[config.mk]
export PLATFORM = sky130hd
export DESIGN_NAME = usb_out_ep_status
export DESIGN_NICKNAME = d
export VERILOG_FILES = /design/src/usb_out_ep_pkg.sv /design/src/usb_out_ep_status.sv /design/src/pkt_len_queue.sv
export VERILOG_INCLUDE_DIRS = /design/src
export SDC_FILE = /design/constraint.sdc
export NUM_CORES = 1
export LEC_CHECK = 0
export BUFFER_PORTS_ARGS = -buffer_cell sky130_fd_sc_hd__buf_2
export CAP_MARGIN = 10
export CELL_PAD_IN_SITES_DETAIL_PLACEMENT = 0
export CELL_PAD_IN_SITES_GLOBAL_PLACEMENT = 1
export CORE_MARGIN = 5
export CORE_UTILIZATION = 36
export CTS_CLUSTER_SIZE = 12
export DETAILED_ROUTE_END_ITERATION = 10
export GPL_TIMING_DRIVEN = 0
export PLACE_DENSITY = 0.83
export SLEW_MARGIN = 15
export SYNTH_ARGS = -nofsm -noshare
export SYNTH_HDL_FRONTEND = slang
export SYNTH_SLANG_ARGS = --single-unit
[constraint.sdc]
create_clock -name pclk -period 3.6 [get_ports pclk]
set_clock_uncertainty 0.1 [all_clocks]
set_input_delay 0.72 -clock pclk [delete_from_list [all_inputs] [get_ports pclk]]
set_output_delay 0.72 -clock pclk [all_outputs]
set_load 0.005 [all_outputs]
[src/usb_out_ep_regs.svh]
`ifndef USB_OUT_EP_REGS_SVH
`define USB_OUT_EP_REGS_SVH

// ==========================================================
// register indices; the byte address is four times the index
`define IDX_CTRL_LOW    8'h14
`define IDX_CTRL_HIGH   8'h15
`define IDX_COUNT_LOW   8'h16
`define IDX_COUNT_HIGH  8'h17
`define ADDR_CTRL_LOW   (`IDX_CTRL_LOW << 2)
`define ADDR_CTRL_HIGH  (`IDX_CTRL_HIGH << 2)
`define ADDR_COUNT_LOW  (`IDX_COUNT_LOW << 2)
`define ADDR_COUNT_HIGH (`IDX_COUNT_HIGH << 2)

// ==========================================================
// control low byte fields
`define BIT_PKT_READY   0
`define BIT_BUF_FULL    1
`define BIT_LOST_PKT    2
`define BIT_FLUSH       4
// control high byte fields
`define BIT_DBL_BUF     7
`define BIT_ISO_MODE    6
`define CTRL_HIGH_RST   8'h00
`define COUNT_RST       10'h000

// ==========================================================
// fifo occupancy limits, in packets
`define PKTS_SINGLE     2'h1
`define PKTS_DOUBLE     2'h2

`endif

[src/usb_out_ep_pkg.sv]
package usb_out_ep_pkg;

    // ======================================================
    // apb slave phase, gray coded
    typedef enum logic [1:0] {
        ST_IDLE   = 2'b00,
        ST_ACCESS = 2'b01
    } apb_state_t;

    // ======================================================
    // packet length queue state
    typedef struct packed {
        logic [1:0][9:0] len_mem;
        logic            wr_ptr;
        logic            rd_ptr;
        logic [1:0]      count;
    } queue_state_t;

    // ======================================================
    // endpoint status block state
    typedef struct packed {
        apb_state_t      apb;
        logic [7:0]      prdata;
        logic            slverr;
        logic            dbl;
        logic            iso;
        logic            lost;
        logic            flush_pend;
    } ep_state_t;

endpackage : usb_out_ep_pkg

[src/usb_out_ep_status.sv]
`timescale 1ns/1ns
`include "usb_out_ep_regs.svh"

module usb_out_ep_status
    import usb_out_ep_pkg::*;
(
    // clock, reset and enable
    input  wire logic       pclk,
    input  wire logic       presetn,
    input  wire logic       ce,
    // apb slave
    input  wire logic       psel,
    input  wire logic       penable,
    input  wire logic       pwrite,
    input  wire logic [7:0] paddr,
    input  wire logic [31:0] pwdata,
    output logic      [31:0] prdata,
    output logic            pready,
    output logic            pslverr,
    // packet engine side
    input  wire logic       rx_valid,
    input  wire logic [9:0] rx_len,
    output logic            rx_ready,
    output logic            flush_req,
    // status to the core
    output logic            packet_ready_flag,
    output logic            out_buffer_full,
    output logic            lost_packet_flag,
    output logic            double_buffer_enable,
    output logic            iso_mode,
    output logic      [9:0] rx_byte_count
);

    ep_state_t  st_ff;
    ep_state_t  nxt_st;
    logic [1:0] q_count;
    logic [9:0] q_head;
    logic       push;
    logic       pop;
    logic       acc_done;
    logic       wr_low;
    logic       wr_high;
    logic [7:0] ctrl_low_val;

    // ======================================================
    // address decode, used only for the error answer; the read path compares paddr itself
    function automatic logic addr_mapped(input logic [7:0] a);
        return (a == `ADDR_CTRL_LOW)  || (a == `ADDR_CTRL_HIGH) ||
               (a == `ADDR_COUNT_LOW) || (a == `ADDR_COUNT_HIGH);
    endfunction : addr_mapped

    // ======================================================
    // fifo occupancy and flags; ready, full and count come from queue state, the rest from the state register
    assign packet_ready_flag = (q_count != 2'h0);
    // full compares against the limit for the current mode
    assign out_buffer_full = st_ff.dbl ?
                             (q_count >= `PKTS_DOUBLE) :
                             (q_count >= `PKTS_SINGLE);
    // stalling the engine keeps a packet from landing in a full fifo
    assign rx_ready  = ~out_buffer_full & ce;
    assign push      = rx_valid & rx_ready;
    // count is zero while no packet waits; only valid with ready
    assign rx_byte_count = packet_ready_flag ? q_head :
                           `COUNT_RST;
    assign lost_packet_flag     = st_ff.lost;
    assign double_buffer_enable = st_ff.dbl;
    assign iso_mode             = st_ff.iso;
    assign flush_req            = st_ff.flush_pend;

    // ======================================================
    // apb handshake: one wait-free access phase after setup
    assign pready   = (st_ff.apb == ST_ACCESS) & psel & penable & ce;
    assign pslverr  = st_ff.slverr & pready;
    assign prdata   = {24'h000000, st_ff.prdata};
    assign acc_done = pready;
    assign wr_low   = acc_done & pwrite & ~st_ff.slverr &
                      (paddr == `ADDR_CTRL_LOW);
    assign wr_high  = acc_done & pwrite & ~st_ff.slverr &
                      (paddr == `ADDR_CTRL_HIGH);

    // software unload writes ready as zero; a pending flush also pops
    assign pop = (wr_low & ~pwdata[`BIT_PKT_READY]) |
                 st_ff.flush_pend;

    // ======================================================
    // control low byte as read back
    always_comb begin
        ctrl_low_val                = 8'h00;
        ctrl_low_val[`BIT_PKT_READY] = packet_ready_flag;
        ctrl_low_val[`BIT_BUF_FULL]  = out_buffer_full;
        ctrl_low_val[`BIT_LOST_PKT]  = st_ff.lost;
        ctrl_low_val[`BIT_FLUSH]     = st_ff.flush_pend;
    end

    // ======================================================
    // next state of the slave and control bits
    always_comb begin
        nxt_st = st_ff;
        // apb phase tracking; read data is captured at setup
        unique case (st_ff.apb)
            ST_IDLE: begin
                // a setup edge that ce froze out is taken up at the first edge with ce high, if psel is still set
                if (psel) begin
                    nxt_st.apb    = ST_ACCESS;
                    nxt_st.slverr = ~addr_mapped(paddr);
                    nxt_st.prdata = 8'h00;
                    if (paddr == `ADDR_CTRL_LOW) begin
                        nxt_st.prdata = ctrl_low_val;
                    end else if (paddr == `ADDR_CTRL_HIGH) begin
                        // unused low bits stay zero
                        nxt_st.prdata[`BIT_DBL_BUF] = st_ff.dbl;
                        nxt_st.prdata[`BIT_ISO_MODE] = st_ff.iso;
                    end else if (paddr == `ADDR_COUNT_LOW) begin
                        nxt_st.prdata = rx_byte_count[7:0];
                    end else if (paddr == `ADDR_COUNT_HIGH) begin
                        nxt_st.prdata = {6'h00, rx_byte_count[9:8]};
                    end
                end
            end
            ST_ACCESS: begin
                if (acc_done) begin
                    nxt_st.apb = ST_IDLE;
                end
            end
        endcase
        // only the two top bits of control high are kept
        if (wr_high) begin
            nxt_st.dbl = pwdata[`BIT_DBL_BUF];
            nxt_st.iso = pwdata[`BIT_ISO_MODE];
        end
        // flush runs for exactly one cycle, then clears itself
        if (st_ff.flush_pend) begin
            nxt_st.flush_pend = 1'b0;
        end else if (wr_low && pwdata[`BIT_FLUSH]) begin
            nxt_st.flush_pend = 1'b1;
        end
        // a drop in the clearing cycle still leaves the flag set
        if (wr_low && !pwdata[`BIT_LOST_PKT]) begin
            nxt_st.lost = 1'b0;
        end
        if (rx_valid && ce && out_buffer_full && st_ff.iso) begin
            nxt_st.lost = 1'b1;
        end
    end

    // ======================================================
    // state register, frozen while ce is low
    always_ff @(posedge pclk or negedge presetn) begin
        if (!presetn) begin
            st_ff        <= '0;
            st_ff.apb    <= ST_IDLE;
            st_ff.prdata <= `CTRL_HIGH_RST;
        end else if (ce) begin
            st_ff <= nxt_st;
        end
    end

    // ======================================================
    // packet length store; its outputs move with ready and full
    pkt_len_queue u_queue (
        .pclk     (pclk),
        .presetn  (presetn),
        .ce       (ce),
        .push     (push),
        .push_len (rx_len),
        .pop      (pop),
        .count    (q_count),
        .head_len (q_head)
    );

    // ======================================================
    // checks
    a_lost_on_drop: assert property (
        @(posedge pclk) disable iff (!presetn)
        (rx_valid && ce && out_buffer_full && st_ff.iso)
        |=> lost_packet_flag)
        else $error("drop in iso mode did not set lost flag");

    a_lost_bulk_quiet: assert property (
        @(posedge pclk) disable iff (!presetn)
        (!lost_packet_flag && !st_ff.iso) |=> !lost_packet_flag)
        else $error("lost flag set outside iso mode");

    a_full_by_mode: assert property (
        @(posedge pclk) disable iff (!presetn)
        out_buffer_full == (double_buffer_enable ?
                            (q_count == 2'h2) : (q_count != 2'h0)))
        else $error("full flag disagrees with occupancy");

    a_ready_on_push: assert property (
        @(posedge pclk) disable iff (!presetn)
        push |=> packet_ready_flag)
        else $error("stored packet did not raise ready");

    a_ctrl_high_wr: assert property (
        @(posedge pclk) disable iff (!presetn)
        wr_high |=> (double_buffer_enable == $past(pwdata[7])) &&
                    (iso_mode == $past(pwdata[6])))
        else $error("control high write not stored");

    a_ctrl_high_rd: assert property (
        @(posedge pclk) disable iff (!presetn)
        (pready && !pwrite && paddr == `ADDR_CTRL_HIGH)
        |-> (prdata[5:0] == 6'h00) && (prdata[7] == st_ff.dbl))
        else $error("control high read value wrong");

    a_count_rd: assert property (
        @(posedge pclk) disable iff (!presetn)
        (psel && !penable && ce && st_ff.apb == ST_IDLE &&
         paddr == `ADDR_COUNT_LOW)
        |=> prdata[7:0] == $past(rx_byte_count[7:0]))
        else $error("count low read value wrong");

    a_count_high_rd: assert property (
        @(posedge pclk) disable iff (!presetn)
        (pready && !pwrite && paddr == `ADDR_COUNT_HIGH)
        |-> prdata[7:2] == 6'h00)
        else $error("count high upper bits not zero");

    a_flush_done: assert property (
        @(posedge pclk) disable iff (!presetn)
        (flush_req && ce && q_count == 2'h1 && !push)
        |=> !flush_req && !packet_ready_flag)
        else $error("flush did not complete in one cycle");

    a_count_with_rdy: assert property (
        @(posedge pclk) disable iff (!presetn)
        (push && q_count == 2'h0)
        |=> packet_ready_flag && (rx_byte_count == $past(rx_len)))
        else $error("count not valid with ready");

    // ======================================================
    // hold, stall, clear, flush and read checks; they catch a flag that moves on its own or fails to move when written
    a_lost_sticky: assert property (
        @(posedge pclk) disable iff (!presetn)
        (lost_packet_flag && !wr_low) |=> lost_packet_flag)
        else $error("lost flag dropped without a clear");

    a_lost_clear: assert property (
        @(posedge pclk) disable iff (!presetn)
        (wr_low && !pwdata[`BIT_LOST_PKT] &&
         !(rx_valid && out_buffer_full && st_ff.iso))
        |=> !lost_packet_flag)
        else $error("lost flag clear not applied");

    a_full_stalls: assert property (
        @(posedge pclk) disable iff (!presetn)
        out_buffer_full |-> !rx_ready)
        else $error("engine not stalled while full");

    a_full_has_pkt: assert property (
        @(posedge pclk) disable iff (!presetn)
        out_buffer_full |-> packet_ready_flag)
        else $error("full shown with no packet held");

    a_ready_hold: assert property (
        @(posedge pclk) disable iff (!presetn)
        (packet_ready_flag && !pop) |=> packet_ready_flag)
        else $error("ready fell without release or flush");

    a_release_pop: assert property (
        @(posedge pclk) disable iff (!presetn)
        (wr_low && !pwdata[`BIT_PKT_READY] && q_count == 2'h1 && !push)
        |=> !packet_ready_flag)
        else $error("release of last packet left ready set");

    a_dbl_hold: assert property (
        @(posedge pclk) disable iff (!presetn)
        !wr_high |=> $stable(double_buffer_enable))
        else $error("double buffer bit moved without a write");

    a_iso_hold: assert property (
        @(posedge pclk) disable iff (!presetn)
        !wr_high |=> $stable(iso_mode))
        else $error("iso bit moved without a write");

    a_count_high_val: assert property (
        @(posedge pclk) disable iff (!presetn)
        (psel && ce && st_ff.apb == ST_IDLE && paddr == `ADDR_COUNT_HIGH)
        |=> prdata[1:0] == $past(rx_byte_count[9:8]))
        else $error("count high read value wrong");

    a_flush_start: assert property (
        @(posedge pclk) disable iff (!presetn)
        (wr_low && pwdata[`BIT_FLUSH] && !flush_req) |=> flush_req)
        else $error("flush write did not start a flush");

    a_flush_pulse: assert property (
        @(posedge pclk) disable iff (!presetn)
        (flush_req && ce) |=> !flush_req)
        else $error("flush control did not return to zero");

    a_count_zero: assert property (
        @(posedge pclk) disable iff (!presetn)
        !packet_ready_flag |-> rx_byte_count == `COUNT_RST)
        else $error("count not zero with no packet held");

endmodule : usb_out_ep_status

[src/pkt_len_queue.sv]
`timescale 1ns/1ns
`include "usb_out_ep_regs.svh"

// two-entry store of received packet lengths, oldest first
module pkt_len_queue
    import usb_out_ep_pkg::*;
(
    // clock, reset and enable
    input  wire logic       pclk,
    input  wire logic       presetn,
    input  wire logic       ce,
    // fill side
    input  wire logic       push,
    input  wire logic [9:0] push_len,
    // drain side
    input  wire logic       pop,
    output logic      [1:0] count,
    output logic      [9:0] head_len
);

    queue_state_t st_ff;
    queue_state_t nxt_st;

    // ======================================================
    // pointer and occupancy update; caller never pushes when full
    always_comb begin
        nxt_st = st_ff;
        if (push) begin
            nxt_st.len_mem[st_ff.wr_ptr] = push_len;
            nxt_st.wr_ptr = ~st_ff.wr_ptr;
        end
        if (pop && (st_ff.count != 2'h0)) begin
            nxt_st.rd_ptr = ~st_ff.rd_ptr;
        end
        if (push && !(pop && (st_ff.count != 2'h0))) begin
            nxt_st.count = st_ff.count + 2'h1;
        end else if (!push && pop && (st_ff.count != 2'h0)) begin
            nxt_st.count = st_ff.count - 2'h1;
        end
    end

    // ======================================================
    // state register, frozen while ce is low
    always_ff @(posedge pclk or negedge presetn) begin
        if (!presetn) begin
            st_ff <= '0;
        end else if (ce) begin
            st_ff <= nxt_st;
        end
    end

    assign count    = st_ff.count;
    assign head_len = st_ff.len_mem[st_ff.rd_ptr];

endmodule : pkt_len_queue

==> out/qor.yml, run 1 <==
grt:
  grt_pass1_vias: 1572
  antenna_found_initial: 0
  grt_pass1_wl_mm: 7.527
  grt_use_total: 0.1303
  grt.met3_usage: 0.04943
  grt_overflow: 0
  use_met1: 0.1441
  grt_max_degree: 39
  busiest_layer: "met2"
  grt_use_met2: 0.2267
synth:
  synth.top_cell.area_share: 0.4494
  yosysTopAreaCell: "dfrtp_1"
  syn-mean-instance-area_um2: 10.53
  synthDistinctLibCells: 39
  ys_seq_elements: 38
  syn_area_um2: 2116
  ys_seq_area_frac: 0.4494
  synth_common_cells: "dfrtp_1 (38), buf_4 (32), mux2_2 (22), nand2_1 (17)"
  syn_inst: 201
  synth.most_common_cell: "dfrtp_1"
  ys_top_cells_by_area: "dfrtp_1 (45%), mux2_2 (12%), buf_4 (11%)"
  synth_ff_type: "dfrtp_1"
  yosysWarnings: 0
  async_flop_share: 1.000
  synth_edf_count: 0
cts:
  cts_root_buffer: "clkbuf_8"
  clock_sinks: 38
  clk_path_buf_depth: 2
  h-tree-depth: 2
  cts_made_buffers: 5
  ctsResizeCount: 0
  clock_latency_ns: 0.29
  clk_pin_slew_worst_paths_ns: 0.07
  cts_tree: "built"
  cts_hold_buffers: 0
  cts_setup_buffers: 0
drt:
  post_drt_wl_per_cell_um: 12.94
  drtIter0Drc: 84
  wirelength_mm: 4.670
  vias_per_cell: 4.457
  drc: 0
  ant_nets: 0
  drt-pass1-iter-count: 4
  via_count: 1609
final_layout:
  final_util: 0.4608
  areaGrowthSynthToFinish_pct: 26.67
  layout.nets: 345
  multi_input_area_um2: 958.4
  diodes: 0
  final.fill_count: 610
  finish.instance_area_um2: 2680
  drive_above_1_share: 0.4231
  register_area_um2: 950.9
die:
  core_um2: 5816
  start_util: 0.3638
  fp.dieH_um: 86.66
  fp.dieW_um: 86.66
  rows: 28
  boundaryPins: 108
  dieArea_um2: 7510
sta:
  tns_ns: 0
  relSlewSlack: 0.4596
  rsz0062_at_grt: "no"
  drv_slew: 0
  max_freq_mhz: 369.3
  tightestPinTransition_ns: 0.8105
  setup_violations: 0
  hold_violations: 0
  period_minus_slack_ns: 2.708
  fin_crit_sh: 0.7521
  hold_ws_ns: 0.3864
worst_setup_path:
  required_ns: 2.78
  end_kind: "primary output"
  crit_type: "reg -> out"
  arrival_ns: 1.89
  start_kind: "flip-flop"
  path_max_fanout: 10
placement:
  port_buffers: 54
  dpl-instance-area_um2: 2566
  hpwl_mm: 3.704
  gp_congestion: 0.8268
pwr:
  ir_drop_v: 0.0001855
  power_mw: 1.376
  p_leak_nw: 1.446
  powerDensity_nw_per_um2: 513.5
hold_path:
  hold_path.class: "reg -> reg"
flow_run:
  maxCapViolations: 0
outcome:
  status: "complete, no violations"
through the flow:
step	std cells	worst slack (ns)
2_1_floorplan	224	1.391
3_3_place_gp	353	1.070
3_5_place_dp	353	0.9508
4_1_cts	361	0.8814
5_1_grt	361	0.7734
6_report	361	0.8923
final cells by class:
class / instances / area share
Clock inverter: 3 / 0.01681
Inverter: 6 / 0.008403
Tap cell: 75 / 0.03501
Timing Repair Buffer: 54 / 0.1008
Buffer: 39 / 0.1008
Multi-Input combinational cell: 141 / 0.3576
Clock buffer: 5 / 0.02568
Sequential cell: 38 / 0.3548
worst max-delay path, cell delays in order (launching register included):
cell      delay (ns)
dfrtp_1         0.40
inv_1           0.12
ha_1            0.16
clkbuf_1        0.26
clkbuf_1        0.36
nor2_1          0.15
buf_2           0.15
registers in the layout (all words and copies together) (netlist names):
register and flops:
flush_req 1, lost_packet_flag 1, prdata 8, iso_mode 1, double_buffer_enable 1, u_queue.count 2, u_queue.st_ff 22, st_ff 2
placed cells by master, fill, tap and decap left out, types with 3 or more instances in the layout:
master,instances
buf_4,32
conb_1,24
a22oi_1,4
nor2b_1,3
nand2_1,17
ha_1,3
nor4b_1,3
inv_1,6
and3_1,3
clkbuf_1,4
o21ai_0,11
mux2_2,22
clkbuf_8,5
buf_2,57
dfrtp_1,38
mux2i_1,11
nor2_1,11
final timing paths:
| check | to | startpoint | slack, ns | depth (start not counted) |
|---|---|---|---|---|
| setup reg to reg | u_queue.st_ff[10] | u_queue.count[0] | 1.14 | 7 |
| max in group asynchronous | prdata[7] | presetn | 2.47 | 1 |
| hold reg to reg | u_queue.count[0] | u_queue.count[0] | 0.39 | 1 |
| setup / recovery | rx_byte_count[7] | u_queue.count[0] | 0.89 | 6 |
| min in group asynchronous | u_queue.st_ff[2] | presetn | 0.41 | 1 |
| hold / removal | u_queue.count[0] | u_queue.count[0] | 0.39 | 1 |
power breakdown:
part	internal [mW]	switching, mW	total (mW)
clock network	0.206	0.151	0.357
registers	0.535	0.0645	0.599
logic	0.210	0.210	0.420
layer usage:
metal	wire, um	vias to the layer above
li1	-	805
met1	1911	747
met2	2302	48
met3	367	9
met4	88	0
met5	0	-
logic make-up after synthesis:
group / count (synthesis) / share of synthesized area
buffers and inverters: 45 / 0.1384
AOI/OAI and AO/OA: 25 / 0.07452
adders and majority gates: 3 / 0.01774
other: 1 / 0.001772
and+or+nand+nor: 53 / 0.1366
xor gates and xnor gates: 3 / 0.01242
DFF: 38 / 0.4494
muxes: 33 / 0.1691
(Power assumes the default switching activity.)
==> run 2, diff against run 1 <==
--- a/config.mk
+++ b/config.mk
@@ -11,11 +11,11 @@
 export CELL_PAD_IN_SITES_DETAIL_PLACEMENT = 0
 export CELL_PAD_IN_SITES_GLOBAL_PLACEMENT = 1
 export CORE_MARGIN = 5
-export CORE_UTILIZATION = 36
+export CORE_UTILIZATION = 33
 export CTS_CLUSTER_SIZE = 12
 export DETAILED_ROUTE_END_ITERATION = 10
 export GPL_TIMING_DRIVEN = 0
-export PLACE_DENSITY = 0.83
+export PLACE_DENSITY = 0.76
 export SLEW_MARGIN = 15
 export SYNTH_ARGS = -nofsm -noshare
 export SYNTH_HDL_FRONTEND = slang
==> constraint.sdc (replaced) <==
create_clock -name pclk -period 2.5 [get_ports pclk]
set_clock_uncertainty 0.1 [all_clocks]
set_input_delay 0.5 -clock pclk [delete_from_list [all_inputs] [get_ports pclk]]
set_output_delay 0.5 -clock pclk [all_outputs]
set_load 0.005 [all_outputs]
==> run 2 against run 1 <==
  * Clock-buffer cell count up 3
  * Critical path depth unchanged
  * Total power up 43%
  * Global-route usage down 0.76 points
  * Critical path type unchanged
  * Largest power group unchanged
==> out/qor.yml, run 2 (synthesis gave the netlist of run 1 again) <==
drt:
  wirelength_mm: 4.861  # +4.1%
  via_count: 1601  # -0.50%
  vias_per_cell: 4.423  # -0.77%
  post_drt_wl_per_cell_um: 13.43  # +3.8%
  ant_nets: 0  # unchanged
  drt-pass1-iter-count: 4  # unchanged
  drtIter0Drc: 69  # -18%
  drc: 0  # unchanged
  wl_met1_mm: 2.092  # +9.5%
  top_layer: "met4"
  wl_met3_um: 344  # -6.3%
  wl_met2_mm: 2.355  # +2.3%
grt:
  grt_pass1_vias: 1571  # -0.064%
  grt_overflow: 0  # unchanged
  antenna_found_initial: 0  # unchanged
  grt_max_degree: 39  # unchanged
  grt_pass1_wl_mm: 8.038  # +6.8%
  grt_use_total: 0.1227  # -0.007585
worst_setup_path:
  path_max_fanout: 5  # -5
  slowest_delay_ns: 0.38  # -0.02 ns
  crit_path_cell_trace: "inv_2, ha_1, or3b_1, and2_1, nor2b_1, buf_2"
  crit_type: "reg -> out"
  slowest_stage: "dfrtp_1"
  r2r_slack_ns: 0.18  # -0.96 ns
  arrival_ns: 1.79  # -0.10 ns
  required_ns: 1.90  # -0.88 ns
  end_kind: "primary output"
  start_kind: "flip-flop"
sta:
  tightestPinTransition_ns: 0.8438  # +0.03328 ns
  drv_slew: 0  # unchanged
  setup_violations: 0  # unchanged
  relSlewSlack: 0.4375  # -0.02219
  hold_violations: 0  # unchanged
  fin_crit_sh: 0.9559
  period_minus_slack_ns: 2.390
  max_freq_mhz: 418.5
  rsz0062_at_grt: "no"
  tns_ns: 0  # unchanged
placement:
  port_buffers: 54  # unchanged
  hpwl_mm: 3.837  # +3.6%
  gp_congestion: 0.8112  # -1.9%
  dp_cells: 355  # +0.57%
  dpl-instance-area_um2: 2569  # about the same
final_layout:
  largest_reg_flops: 22  # unchanged
  reg.largest.list: "u_queue.st_ff: 22 flops, prdata: 8 flops"
  layout_commonest_cell: "buf_2"
  diodes: 0  # unchanged
  finish.instance_area_um2: 2675  # -0.19%
  drive_above_1_share: 0.4281  # +0.004993
  layoutNonFillerInstCount: 362  # +0.28%
  layout.nets: 344  # -0.29%
  layout_common_cells: "buf_2 (56), dfrtp_1 (38), buf_4 (32)"
  areaGrowthSynthToFinish_pct: 26.43
  register_area_um2: 950.9  # unchanged
  largest-register: "u_queue.st_ff"
  multi_input_area_um2: 958.4  # unchanged
  final.fill_count: 640  # +4.9%
cts:
  cts_root_buffer: "clkbuf_8"
  clk_pin_slew_worst_paths_ns: 0.07  # about the same
  cts_hold_buffers: 0  # unchanged
  clock_latency_ns: 0.30  # about the same
  h-tree-depth: 2  # unchanged
  cts_made_buffers: 5  # unchanged
  cts_tree: "built"
  clock_sinks: 38  # unchanged
  clk_path_buf_depth: 2  # unchanged
  cts_setup_buffers: 0  # unchanged
die:
  fp.dieH_um: 90.07  # +3.9%
  fp.dieW_um: 90.07  # +3.9%
  rows: 29  # +3.6%
  boundaryPins: 108  # unchanged
  start_util: 0.3371  # -0.02676
  core_um2: 6277  # +7.9%
  dieArea_um2: 8113  # +8.0%
hold_path:
  hold_path.class: "in -> async"
pwr:
  powerDensity_nw_per_um2: 734.6  # +43%
  pwr-share-comb: 0.306  # about the same
  p_clk_frac: 0.252  # -0.007
  internal-power_mw: 1.351  # +42%
  pwr-share-seq: 0.442  # +0.007
  ir_drop_v: 0.0002647  # +43%
  power_mw: 1.965  # +43%
  p_sw_frac: 0.3126  # +0.003739
  p_leak_nw: 1.453  # +0.49%
  power.switching_uw: 614.3  # +44%
flow_run:
  maxCapViolations: 0  # unchanged
outcome:
  status: "complete, no violations"
[run 2: timing repair]
item	CTS	global route
gates resized for setup	1	1
pin swaps	0	1
endpoints found under the setup margin	4	11
[run 2: worst paths after layout]
path,start,cells after the start,endpoint
worst max-delay path,u_queue.count[0],6,rx_ready
worst min-delay path,presetn,1,lost_packet_flag
worst max register to register,u_queue.count[0],6,u_queue.st_ff[4]
worst min register to register,prdata[3],2,prdata[3]
max in group asynchronous,presetn,1,u_queue.st_ff[9]
min in group pclk,pwdata[2],3,lost_packet_flag
[run 2: power groups by stage]
stage	Combinational, mW	Sequential, mW	Clock, mW
floorplan	0.405	0.852	0
finish	0.601	0.868	0.496
detailed placement	0.609	0.879	0
global placement	0.600	0.868	0
CTS	0.612	0.866	0.510
global route	0.673	0.886	0.536
[run 2: area by class of cell]
type                            instances  share of cell area
Timing Repair Buffer                   54              0.1010
Buffer                                 38             0.09963
Inverter                                6            0.008419
Sequential cell                        38              0.3555
Tap cell                               77             0.03601
Clock buffer                            8             0.04116
Multi-Input combinational cell        141              0.3583
[run 2: metal layers]
metal	global-route usage	up-vias
met5	0	-
met4	0.04094	0
met3	0.04674	7
met2	0.1970	58
met1	0.1511	732
li1	-	804
[run 2: metrics by stage]
stage          hold slack (ns)    util  setup WS (ns)
6_report                0.2049  0.4262         0.1102
3_5_place_dp            0.3682  0.4092        0.05623
5_1_grt                 0.2833  0.4262        0.03506
4_1_cts                 0.2371  0.4269        0.03129
2_1_floorplan           0.1044       -         0.2939
3_3_place_gp            0.3629  0.4092        0.05793
[run 2: worst max-delay path: cells and delay by family (launching register included)]
family / cells / cell delay, ns
simple gates: 3 / 0.75
flops: 1 / 0.38
buf+inv: 2 / 0.18
fa+ha+maj: 1 / 0.18
==> run 3, diff against run 2 <==
--- a/config.mk
+++ b/config.mk
@@ -15,6 +15,7 @@
 export CTS_CLUSTER_SIZE = 12
 export DETAILED_ROUTE_END_ITERATION = 10
 export GPL_TIMING_DRIVEN = 0
+export MAX_ROUTING_LAYER = met4
 export PLACE_DENSITY = 0.76
 export SLEW_MARGIN = 15
 export SYNTH_ARGS = -nofsm -noshare
==> run 3 against run 2 <==
  * Worst setup slack got worse by 0.0015 ns
  * Largest cell class unchanged
  * Wire length fell by 0.39%
  * Combinational power is essentially flat
  * Non-clock buffer count unchanged
  * Via count decreased by 1.2%
  * Die area did not move
  * First-iteration DRC count decreased by 26%
  * Critical path type unchanged
  * Register-to-register slack hardly changed
  * Clock power barely moved
  * Worst hold slack got worse by 0.0046 ns
  * Clock-buffer cell count did not move
  * Total power about the same
==> out/qor.yml, run 3 (synthesis gave the netlist of run 1 again) <==
die:
  fp.dieW_um: 90.07  # unchanged
  fp.dieH_um: 90.07  # unchanged
  core_um2: 6277  # unchanged
  rows: 29  # unchanged
  start_util: 0.3371  # unchanged
  boundaryPins: 108  # unchanged
  dieArea_um2: 8113  # unchanged
flow_run:
  maxCapViolations: 0  # unchanged
placement:
  dp_cells: 355  # unchanged
  hpwl_mm: 3.837  # unchanged
  dpl-instance-area_um2: 2569  # unchanged
  gp_congestion: 0.8231  # +1.5%
  port_buffers: 54  # unchanged
final_layout:
  layout_commonest_cell: "buf_2"
  layout_common_cells: "buf_2 (56), dfrtp_1 (38), buf_4 (32)"
  largest-register: "u_queue.st_ff"
  finish.instance_area_um2: 2675  # unchanged
  areaGrowthSynthToFinish_pct: 26.43  # unchanged
  drive_above_1_share: 0.4281  # unchanged
  largest_reg_flops: 22  # unchanged
  layout.nets: 344  # unchanged
  layoutNonFillerInstCount: 362  # unchanged
  final.fill_count: 640  # unchanged
  diodes: 0  # unchanged
  reg.largest.list: "u_queue.st_ff: 22 flops, prdata: 8 flops"
sta:
  max_freq_mhz: 418.2  # about the same
  tns_ns: 0  # unchanged
  drv_slew: 0  # unchanged
  fin_crit_sh: 0.9565  # about the same
  setup_violations: 0  # unchanged
  hold_violations: 0  # unchanged
  hold_ws_ns: 0.2003  # -0.004556 ns
  relSlewSlack: 0.4427  # +0.005214
  tightestPinTransition_ns: 0.8360  # -0.007821 ns
  rsz0062_at_grt: "no"
  period_minus_slack_ns: 2.391  # +0.001525 ns
grt:
  antenna_found_initial: 0  # unchanged
  grt_use_total: 0.1263  # +0.003625
  grt_pass1_wl_mm: 8.038  # unchanged
  grt_overflow: 0  # unchanged
  grt_pass1_vias: 1570  # -0.064%
  grt_max_degree: 39  # unchanged
drt:
  drt-pass1-iter-count: 4  # unchanged
  wirelength_mm: 4.842  # -0.39%
  drtIter0Drc: 51  # -26%
  ant_nets: 0  # unchanged
  drc: 0  # unchanged
  via_count: 1582  # -1.2%
  vias_per_cell: 4.370  # -1.2%
  post_drt_wl_per_cell_um: 13.38  # -0.39%
cts:
  clk_pin_slew_worst_paths_ns: 0.07  # about the same
  cts_tree: "built"
  cts_root_buffer: "clkbuf_8"
  cts_setup_buffers: 0  # unchanged
  h-tree-depth: 2  # unchanged
  clock_latency_ns: 0.30  # about the same
  clk_path_buf_depth: 2  # unchanged
  clock_sinks: 38  # unchanged
  cts_made_buffers: 5  # unchanged
worst_setup_path:
  arrival_ns: 1.79  # about the same
  path_max_fanout: 5  # unchanged
  slowest_stage: "dfrtp_1"
  crit_type: "reg -> out"
  path_depth: 6  # unchanged
  ff2ff_path_depth: 6  # unchanged
  start_kind: "flip-flop"
  required_ns: 1.90  # about the same
  end_kind: "primary output"
  path_buf_inv: 2  # unchanged
  slowest_delay_ns: 0.38  # about the same
  cp_top_family: "simple AND/OR/NAND/NOR gates"
  crit_path_cell_trace: "inv_2, ha_1, or3b_1, and2_1, nor2b_1, buf_2"
pwr:
  p_leak_nw: 1.453  # unchanged
  ir_drop_v: 0.0002607  # -1.5%
  powerDensity_nw_per_um2: 734.4  # about the same
hold_path:
  hold_path.class: "in -> async"
outcome:
  status: "complete, no violations"
-- run 3: cell type report --
class | count | area [um^2] | share of cell area
tap | 77 | 96.34 | 0.03601
sequential | 38 | 950.9 | 0.3555
buffer | 38 | 266.5 | 0.09963
multi-input combinational | 141 | 958.4 | 0.3583
timing repair buffer | 54 | 270.3 | 0.1010
clock buffer | 8 | 110.1 | 0.04116
inverter | 6 | 22.52 | 0.008419
-- run 3: routing by layer --
layer / vias to the layer above / wire (um) / track usage
met5: - / 0 / -
met4: 0 / 72 / 0.04094
met3: 7 / 283 / 0.04257
met2: 47 / 2349 / 0.1988
met1: 727 / 2137 / 0.1526
li1: 801 / - / -
-- run 3: final timing paths --
| path | from | end | slack, ns |
|---|---|---|---|
| max reg2reg | u_queue.count[0] | u_queue.st_ff[4] | 0.18 |
| min | presetn | lost_packet_flag | 0.20 |
| min in group pclk | pwdata[2] | lost_packet_flag | 0.34 |
| max in group asynchronous | presetn | u_queue.st_ff[9] | 1.56 |
| max | u_queue.count[0] | rx_ready | 0.11 |
| min reg2reg | prdata[3] | prdata[3] | 0.38 |
-- run 3: timing repair --
action / CTS / global route
setup endpoints to repair: 4 / 11
hold buffers: 0 / 0
cloned: 0 / 0
pin swaps: 0 / 1
gates resized for setup: 1 / 1
-- run 3: stage by stage --
step	setup WS, ns	utilization	power, mW
4_1_cts	0.03129	0.4269	1.988
6_report	0.1087	0.4262	1.965
3_5_place_dp	0.05623	0.4092	1.488
5_1_grt	0.03506	0.4262	2.095
3_3_place_gp	0.05793	0.4092	1.469
2_1_floorplan	0.2939	-	1.256
-- run 3: worst reg2reg max path, delay by kind of cell, from the launching register on --
kind | cells | cell delay, ns
buffers and inverters | 1 | 0.06
AND/OR/NAND/NOR | 3 | 1.08
adder cells (fa/ha/maj) | 1 | 0.18
multiplexers | 1 | 0.40
flip-flops | 1 | 0.38
-- run 3: report_power, final --
group	total [mW]	internal (mW)	leakage, nW	switching (mW)
clock network	0.496	0.278	0.0575	0.217
logic	0.602	0.302	0.896	0.300
registers	0.867	0.770	0.500	0.0966
total	1.96	1.35	1.45	0.614
